$ cat config.mk
export PLATFORM = sky130hd
export DESIGN_NAME = eth_evt_flags
export DESIGN_NICKNAME = d
export VERILOG_FILES = /design/src/hdl/eth_evt_pkg.sv /design/src/hdl/eth_evt_flags.sv
export VERILOG_INCLUDE_DIRS = /design/src /design/src/hdl
export SDC_FILE = /design/constraint.sdc
export NUM_CORES = 1
export LEC_CHECK = 0
export BUFFER_PORTS_ARGS = -buffer_cell sky130_fd_sc_hd__buf_2
export CORE_ASPECT_RATIO = 1.2
export CORE_MARGIN = 4
export CORE_UTILIZATION = 52
export CTS_CLUSTER_SIZE = 10
export DETAILED_ROUTE_END_ITERATION = 8
export GPL_ROUTABILITY_DRIVEN = 0
export PLACE_DENSITY = 0.93
export SYNTH_ARGS = -nofsm -noshare
export SYNTH_HDL_FRONTEND = slang
export SYNTH_SLANG_ARGS = --single-unit
$ cat constraint.sdc
create_clock -name clk_i -period 4.75 [get_ports clk_i]
set_input_delay 0.2375 -clock clk_i [delete_from_list [all_inputs] [get_ports clk_i]]
set_output_delay 0.2375 -clock clk_i [all_outputs]
set_load 0.02 [all_outputs]
$ cat src/hdl/eth_evt_consts.svh
`ifndef ETH_EVT_CONSTS_SVH
`define ETH_EVT_CONSTS_SVH

// Register byte offsets
`define OFS_EVT_FLAGS   6'h00
`define OFS_EVT_SET     6'h04
`define OFS_EVT_CLR     6'h08
`define OFS_EVT_INV     6'h0c
`define OFS_MCOL_COUNT  6'h10
`define OFS_IRQ_STATUS  6'h14
`define OFS_IRQ_CLEAR   6'h18
`define OFS_IRQ_ENABLE  6'h1c
`define OFS_BUF_CTRL    6'h20
`define OFS_BUF_COUNT   6'h24

// Event flag bit positions
`define BIT_RX_DONE     7
`define BIT_PKT_WAIT    6
`define BIT_RX_ACT      5
`define BIT_UNUSED      4
`define BIT_TX_DONE     3
`define BIT_TX_ABORT    2
`define BIT_RX_DESC_NA  1
`define BIT_RX_OVFLW    0

// Clearable flags and implemented mask
`define EVT_CLR_MASK    8'haf
`define EVT_IMPL_MASK   8'hef

// Buffer control: decrement bit
`define BIT_BUF_DEC     0

// Interrupt status bits
`define IRQ_EVT_BIT     0
`define IRQ_MCOL_WRAP   1

`define MCOL_RESET      16'h0000
`endif

$ cat src/hdl/eth_evt_pkg.sv
package eth_evt_pkg;
   // Hardware event strobes, one cycle each
   typedef struct packed {
      logic rx_done;
      logic rx_data;
      logic tx_done;
      logic tx_abort;
      logic rx_desc_ovr;
      logic rx_fifo_ovf;
      logic rx_pkt_stored;
      logic tx_multi_col_ok;
   } hw_event_t;

   // Transmit status vector handed to the descriptor writer
   typedef struct packed {
      logic        valid;
      logic [31:0] vector;
   } tsv_store_t;

   // Complete block state
   typedef struct packed {
      logic [7:0]  flags;
      logic [15:0] mcol;
      logic [7:0]  received_buffer_counter;
      logic [1:0]  irq_stat;
      logic [1:0]  irq_en;
      logic        ack;
      logic [31:0] rdata;
      logic        tsv_valid;
      logic [31:0] tsv_vector;
   } state_t;
endpackage

$ cat src/hdl/eth_evt_flags.sv
`timescale 1ns/100ps
`include "eth_evt_consts.svh"
module eth_evt_flags #(
   parameter int RECEIVED_BUFFER_COUNTER_W = 8
) (
   // Clock, reset, enable
   input  wire logic                   clk_i,
   input  wire logic                   rst_i,
   input  wire logic                   ce_i,
   // Wishbone slave
   input  wire logic                   wb_cyc_i,
   input  wire logic                   wb_stb_i,
   input  wire logic                   wb_we_i,
   input  wire logic [5:0]             wb_adr_i,
   input  wire logic [3:0]             wb_sel_i,
   input  wire logic [31:0]            wb_dat_i,
   output logic      [31:0]            wb_dat_o,
   output logic                        wb_ack_o,
   output logic                        wb_err_o,
   // Internal MAC and buffer manager events
   input  wire eth_evt_pkg::hw_event_t evt_i,
   input  wire logic [31:0]            tsv_i,
   output eth_evt_pkg::tsv_store_t     tsv_store_o,
   // Event and interrupt outputs
   output logic                        event_o,
   output logic                        irq_o
);
   import eth_evt_pkg::*;

   state_t s_r;
   state_t s_nxt;
   logic   req;
   logic   wr;
   logic   rd;
   logic   lo_lanes;
   logic [31:0] wmask;
   logic [7:0]  flag_rd;

   // Byte-lane write mask
   function automatic logic [31:0] lane_mask(input logic [3:0] sel);
      lane_mask = {{8{sel[3]}}, {8{sel[2]}}, {8{sel[1]}}, {8{sel[0]}}};
   endfunction

   // Merge write data under lanes
   function automatic logic [31:0] merge(input logic [31:0] old,
                                         input logic [31:0] dat,
                                         input logic [31:0] m);
      merge = (old & ~m) | (dat & m);
   endfunction

   // One request per cycle; ack drops the cycle after it was given
   assign req      = wb_cyc_i & wb_stb_i & ~s_r.ack;
   assign wr       = req & wb_we_i;
   assign rd       = req & ~wb_we_i;
   assign lo_lanes = wb_sel_i[0] | wb_sel_i[1];
   assign wmask    = lane_mask(wb_sel_i);

   // Visible flag byte: bit 6 from counter, bit 4 zero
   always_comb begin
      flag_rd = s_r.flags & `EVT_IMPL_MASK;
      flag_rd[`BIT_PKT_WAIT] = (s_r.received_buffer_counter != '0);
   end

   // Next-state logic for the whole block
   always_comb begin
      logic [7:0]  hw_set;
      logic [7:0]  sw_clr;
      logic [7:0]  sw_set;
      logic [7:0]  sw_inv;
      logic        mcol_wrap;
      logic [15:0] mcol_tmp;
      logic [31:0] mcol_mrg;
      mcol_mrg  = 32'h0000_0000;
      hw_set    = 8'h00;
      sw_clr    = 8'h00;
      sw_set    = 8'h00;
      sw_inv    = 8'h00;
      mcol_wrap = 1'b0;
      mcol_tmp  = s_r.mcol;
      s_nxt     = s_r;
      s_nxt.ack       = req;
      s_nxt.tsv_valid = 1'b0;

      // Hardware set sources
      hw_set[`BIT_RX_DONE]    = evt_i.rx_done;
      hw_set[`BIT_RX_ACT]     = evt_i.rx_data;
      hw_set[`BIT_TX_DONE]    = evt_i.tx_done;
      hw_set[`BIT_TX_ABORT]   = evt_i.tx_abort;
      hw_set[`BIT_RX_DESC_NA] = evt_i.rx_desc_ovr;
      hw_set[`BIT_RX_OVFLW]   = evt_i.rx_fifo_ovf;

      // Status vector stored with transmit done
      if (evt_i.tx_done) begin
         s_nxt.tsv_valid  = 1'b1;
         s_nxt.tsv_vector = tsv_i;
      end

      // Alias writes on the low byte
      if (wr && wb_sel_i[0]) begin
         case (wb_adr_i)
            `OFS_EVT_FLAGS: begin
               sw_clr = ~wb_dat_i[7:0];
               sw_set = wb_dat_i[7:0];
            end
            `OFS_EVT_SET: sw_set = wb_dat_i[7:0];
            `OFS_EVT_CLR: sw_clr = wb_dat_i[7:0];
            `OFS_EVT_INV: sw_inv = wb_dat_i[7:0];
            default: ;
         endcase
      end
      // Packet-waiting and unused bit ignore software
      sw_clr = sw_clr & `EVT_CLR_MASK;
      sw_set = sw_set & `EVT_CLR_MASK;
      sw_inv = sw_inv & `EVT_CLR_MASK;
      // Hardware set wins over a clear in the same cycle
      s_nxt.flags = (((s_r.flags ^ sw_inv) | sw_set) & ~sw_clr) | hw_set;
      s_nxt.flags = s_nxt.flags & `EVT_CLR_MASK;

      // Received buffer counter: increment and decrement
      if (evt_i.rx_pkt_stored && !(wr && wb_adr_i == `OFS_BUF_CTRL
            && wb_sel_i[0] && wb_dat_i[`BIT_BUF_DEC]
            && s_r.received_buffer_counter != '0)) begin
         if (s_r.received_buffer_counter != '1)
            s_nxt.received_buffer_counter = s_r.received_buffer_counter + 8'h01;
      end else if (!evt_i.rx_pkt_stored && wr
            && wb_adr_i == `OFS_BUF_CTRL && wb_sel_i[0]
            && wb_dat_i[`BIT_BUF_DEC] && s_r.received_buffer_counter != '0) begin
         s_nxt.received_buffer_counter = s_r.received_buffer_counter - 8'h01;
      end

      // Collision counter: write, read-clear, increment
      // A call result cannot be part-selected, so merge into a temporary
      if (wr && wb_adr_i == `OFS_MCOL_COUNT) begin
         mcol_mrg = merge({16'h0000, s_r.mcol}, wb_dat_i, wmask);
         mcol_tmp = mcol_mrg[15:0];
      end else if (rd && wb_adr_i == `OFS_MCOL_COUNT && lo_lanes)
         mcol_tmp = `MCOL_RESET;
      if (evt_i.tx_multi_col_ok) begin
         mcol_wrap = (mcol_tmp == 16'hffff);
         mcol_tmp  = mcol_tmp + 16'h0001;
      end
      s_nxt.mcol = mcol_tmp;

      // Interrupt status: set wins over clear
      if (wr && wb_adr_i == `OFS_IRQ_CLEAR && wb_sel_i[0])
         s_nxt.irq_stat = s_r.irq_stat & ~wb_dat_i[1:0];
      if (wr && wb_adr_i == `OFS_IRQ_ENABLE && wb_sel_i[0])
         s_nxt.irq_en = wb_dat_i[1:0];
      if (|hw_set)
         s_nxt.irq_stat[`IRQ_EVT_BIT] = 1'b1;
      if (mcol_wrap)
         s_nxt.irq_stat[`IRQ_MCOL_WRAP] = 1'b1;

      // Read data, registered
      s_nxt.rdata = 32'h0000_0000;
      if (rd) begin
         case (wb_adr_i)
            `OFS_EVT_FLAGS:  s_nxt.rdata = {24'h000000, flag_rd};
            `OFS_MCOL_COUNT: s_nxt.rdata = {16'h0000, s_r.mcol};
            `OFS_IRQ_STATUS: s_nxt.rdata = {30'h0, s_r.irq_stat};
            `OFS_IRQ_ENABLE: s_nxt.rdata = {30'h0, s_r.irq_en};
            `OFS_BUF_COUNT:  s_nxt.rdata = {24'h000000, s_r.received_buffer_counter};
            default:         s_nxt.rdata = 32'h0000_0000;
         endcase
      end
   end

   // State register, frozen while enable is low
   always_ff @(posedge clk_i) begin
      if (rst_i) begin
         s_r <= '0;
      end else if (ce_i) begin
         s_r <= s_nxt;
      end
   end

   // Outputs
   assign wb_dat_o    = s_r.rdata;
   assign wb_ack_o    = s_r.ack;
   assign wb_err_o    = 1'b0;
   assign tsv_store_o = '{valid: s_r.tsv_valid, vector: s_r.tsv_vector};
   assign event_o     = |flag_rd;
   assign irq_o       = |(s_r.irq_stat & s_r.irq_en);

   // Assertions
   a_bit4_zero: assert property (@(posedge clk_i) disable iff (rst_i)
      flag_rd[`BIT_UNUSED] == 1'b0)
      else $error("unused flag bit reads one");
   a_pend_tracks: assert property (@(posedge clk_i) disable iff (rst_i)
      flag_rd[`BIT_PKT_WAIT] == (s_r.received_buffer_counter != '0))
      else $error("packet waiting flag wrong");
   a_rx_complete_flag_set: assert property (@(posedge clk_i) disable iff (rst_i)
      ce_i && evt_i.rx_done |=> s_r.flags[`BIT_RX_DONE])
      else $error("rx done not set");
   a_rx_activity_flag_set: assert property (@(posedge clk_i) disable iff (rst_i)
      ce_i && evt_i.rx_data |=> s_r.flags[`BIT_RX_ACT])
      else $error("rx activity not set");
   a_tx_complete_flag_tsv: assert property (@(posedge clk_i) disable iff (rst_i)
      ce_i && evt_i.tx_done |=> s_r.flags[`BIT_TX_DONE]
         && tsv_store_o.valid && tsv_store_o.vector == $past(tsv_i))
      else $error("tx done or vector missing");
   a_abort_set: assert property (@(posedge clk_i) disable iff (rst_i)
      ce_i && evt_i.tx_abort |=> s_r.flags[`BIT_TX_ABORT])
      else $error("tx abort not set");
   a_descna_set: assert property (@(posedge clk_i) disable iff (rst_i)
      ce_i && evt_i.rx_desc_ovr |=> s_r.flags[`BIT_RX_DESC_NA])
      else $error("descriptor flag not set");
   a_ovf_set: assert property (@(posedge clk_i) disable iff (rst_i)
      ce_i && evt_i.rx_fifo_ovf |=> s_r.flags[`BIT_RX_OVFLW])
      else $error("overflow flag not set");
   a_clr_alias: assert property (@(posedge clk_i) disable iff (rst_i)
      ce_i && wr && wb_adr_i == `OFS_EVT_CLR && wb_sel_i[0]
      && wb_dat_i[`BIT_RX_DONE] && !evt_i.rx_done
      |=> !s_r.flags[`BIT_RX_DONE])
      else $error("clear alias failed");
   a_mcol_upper: assert property (@(posedge clk_i) disable iff (rst_i)
      ce_i && rd && wb_adr_i == `OFS_MCOL_COUNT
      |=> wb_ack_o && wb_dat_o[31:16] == 16'h0000)
      else $error("count upper half nonzero");
   a_mcol_inc: assert property (@(posedge clk_i) disable iff (rst_i)
      ce_i && evt_i.tx_multi_col_ok && !req
      |=> s_r.mcol == $past(s_r.mcol) + 16'h0001)
      else $error("collision count not incremented");
   a_mcol_rdclr: assert property (@(posedge clk_i) disable iff (rst_i)
      ce_i && rd && wb_adr_i == `OFS_MCOL_COUNT && lo_lanes
      && !evt_i.tx_multi_col_ok |=> s_r.mcol == 16'h0000)
      else $error("read did not clear count");
   a_event_out: assert property (@(posedge clk_i) disable iff (rst_i)
      event_o == |(s_r.flags | {1'b0, s_r.received_buffer_counter != '0, 6'h00}))
      else $error("event output mismatch");
   // Acknowledge is a single-cycle pulse while running
   a_ack_pulse: assert property (@(posedge clk_i) disable iff (rst_i)
      ce_i && wb_ack_o |=> !wb_ack_o)
      else $error("ack held longer than one cycle");
   // Error response is never given
   a_err_low: assert property (@(posedge clk_i) disable iff (rst_i)
      !wb_err_o)
      else $error("error response raised");
   // Frozen enable keeps the flags where they were
   a_ce_freeze: assert property (@(posedge clk_i) disable iff (rst_i)
      !ce_i |=> s_r.flags == $past(s_r.flags))
      else $error("flags moved while enable low");
endmodule

==> qor.txt <==
Mapped Avg Cell Area - 7.774 um^2
Post-synth EDFFs - 0
R2R setup slack - 0.82 ns
CTS root buffer - clkbuf_16
Synth Area in Compound Gates - 0.2307
Global-route wire length before repair - 20560 um
Worst r2r dst - s_r[77]
DRT iter0 DRCs - 477
Worst setup EP type - flip-flop
Max Cap Viol - 0
Pleak - 2.407 nW
Max-slew headroom - 0.2305
Final hold slack - 0.1272 ns
Ranking of synthesized cells by area - dfxtp_1, buf_4, nand2_1
Fin Setup TNS - 0 ns
Proportion of layout cells with a drive suffix above 1 - 0.2330
Max-slew violations - 0
WS Path Type - reg -> reg
RSZ-0062 raised after global routing - false
Max VDD drop - 0.0001625 V
Hold Buf Count CTS - 0
Site Rows - 39
Detailed Routing Iterations Pass 1 - 5
Via count - 4803
Data arrival, critical path - 4.16 ns
Top cell type's share of synthesized area - 0.3348
Multiplexer share of the synthesized area - 0.02890
Num CTS Buffers - 9
WHS Path Cells - 3
Final worst path period share - 0.8277
Outcome - finished, final reports clean
Most common cell in the netlist - nand2_1
Total length of routed wires - 12770 um
Cells along the critical path - nand4b_1 -> or2_2 -> o41ai_2 -> buf_4 -> ha_1 -> a21o_1 -> a21oi_1 -> o21bai_1 -> a2111oi_0 -> o31ai_1 -> a21oi_1 -> mux2_2
Die Height - 115.7 um
Comb pwr share - 0.138
Die X - 97.72 um
Synth top cells by count - nand2_1, dfxtp_1, buf_4
Setup bufs post-CTS - 0
Largest net degree at the start of global routing - 50
Synth Area in Simple Gates - 0.2347
Die area - 11300 um^2
Synth area leader - dfxtp_1
Yosys cell types - 69
CP max FO - 10
Seq/Total Area, Yosys - 0.3348
Clock Pin Slew Worst Setup and Hold Paths - 0.06 ns
XOR/XNOR share of the synthesized area - 0.01395
Syn Inst Count - 646
Count of final setup violators - 0
Synth Area in Adders - 0.02143
Place WS - 0.9750 ns
HPWL Detailed - 9224 um
Vias in the first global route - 4344
Initial antenna violation count - 0
Worst-case clock buffer depth - 2
Clk_skew - 0.006715 ns
Psw - 0.4597 mW
Antenna Cells - 0
Synthesis Warnings - 0
CTS H-Tree Depth - 3
Worst-Margin Slew - 1.144 ns
Fin crit period - 3.932 ns
Largest family of logic cells by synthesized area - simple AND/OR/NAND/NOR gates
Worst r2r path cells - 12
# IOs - 157
Initial Util - 0.5305
Clock power share - 0.415
Vias per inst - 5.808
Worst R2R Start - wb_ack_o
Fmax - 0.2543 GHz
Hold Path End - tsv_store_o[20]
Crit path largest cell delay - 0.56 ns
CP dominant cell by count - a21oi_1
Final WS setup - 0.8184 ns
TritonCTS Sinks - 84
Placed Area - 5233 um^2
Hold/Removal Path Class - in -> reg
Top_reg_cell synth - dfxtp_1
TritonCTS clock tree - done
Cell Pwr Density - 303.9 nW/um^2
DRC - 0
Cell area after layout - 5532 um^2
Yosys reg bits - 84
Internal - 1.222 mW
Sw frac - 0.2734
Worst-Skew Late Latency - 0.34 ns
Area delta synth->final - 10.14%
Async set or reset register ratio after synthesis - 0
Wire per inst - 15.45 um
Hold Startpoint - tsv_i[20]
PortBufs - 121
Startpoint types - flip-flop
Core area - 9467 um^2
Reg power frac - 0.447
ANT nets after route - 0
CTS resizes - 0
Final Hold Viols - 0
Total Routing Usage GR - 0.2205
Mapped Area - 5022 um^2
Slowest-stage cell, CP - a2111oi_0
Data required time at the worst endpoint - 4.98 ns
Nets - 795
Total congestion overflow - 0
flip-flops by register name, summed over array words and instances (netlist names):
signal,flops
s_r,28
wb_dat_o,16
tsv_store_o,33
flag_rd,6
wb_ack_o,1
final cells by class:
class / instances / area (um^2)
fillers: 841 / 3935
multi-input cells: 468 / 2724
flip-flops and latches: 84 / 1682
repair buffers: 124 / 628.1
clock buffers: 9 / 225.2
well taps: 123 / 153.9
clock inverters: 7 / 73.82
inverters: 12 / 45.04
critical path, delay by kind of cell, from the launching register on:
| family | cells | cell delay [ns] |
|---|---|---|
| AOI/OAI and AO/OA | 7 | 1.80 |
| and+or+nand+nor | 2 | 0.86 |
| muxes | 1 | 0.36 |
| DFF | 1 | 0.33 |
| adders and majority gates | 1 | 0.25 |
| buffers and inverters | 1 | 0.23 |
placed cells by master (no fill, tap or decap), types with 3 or more instances in the layout:
cell type and instances:
mux2i_1 10, nand2_1 118, nor4_1 4, a21o_1 4
o211ai_1 5, a22o_1 3, o311ai_1 3, clkbuf_16 9
mux2_2 4, o31ai_1 3, buf_2 121, nand3_1 13
or4_1 8, nor3_1 7, inv_1 12, a22oi_1 27
buf_4 3, conb_1 17, xnor2_1 5, o21ai_0 36
a221o_1 4, dfxtp_1 84, ha_1 7, nor2_1 61
nand4_1 7, a21oi_1 64, xor2_1 3, nand2b_1 3
a221oi_4 3
cells by family (layout without fill, tap and decap cells):
group	count (synthesis)	after routing
other cells	1	17
simple gates	248	248
fa+ha+maj	8	8
buf+inv	110	152
flops	84	84
xor+xnor	8	8
mux	14	14
compound gates	173	173
worst max-delay path by stage:
stage / from / to / slack [ns] / depth (start not counted)
finish: wb_ack_o / s_r[77] / 0.82 / 12
global route: wb_ack_o / s_r[77] / 0.59 / 12
CTS: wb_ack_o / s_r[77] / 0.88 / 12
detailed placement: wb_we_i / s_r[77] / 0.97 / 13
global placement: wb_we_i / s_r[77] / 1.0 / 13
floorplan: wb_ack_o / s_r[77] / 0.90 / 11
layer usage:
| metal | vias to the layer above | GRT usage | part of all wire |
|---|---|---|---|
| met5 | - | 0 | 0 |
| li1 | 2311 | - | - |
| met1 | 2188 | 0.2607 | 0.39 |
| met2 | 261 | 0.3717 | 0.48 |
| met4 | 0 | 0.1043 | 0.034 |
| met3 | 43 | 0.06321 | 0.092 |
power groups by stage:
stage / registers, mW / clock network [mW] / logic [mW]
final: 0.751 / 0.698 / 0.232
after global routing: 0.753 / 0.741 / 0.256
after CTS: 0.750 / 0.709 / 0.230
after detailed placement: 0.766 / 0 / 0.227
after global placement: 0.765 / 0 / 0.223
after floorplan: 0.760 / 0 / 0.181
through the flow:
step	util	total power, mW	cells
final	0.5843	1.681	827
after global routing	0.5843	1.751	827
after CTS	0.5843	1.689	827
after detailed placement	0.5527	0.9932	811
after global placement	0.5527	0.9880	811
after floorplan	-	0.9410	662
Power figures use the tool's default switching activity.
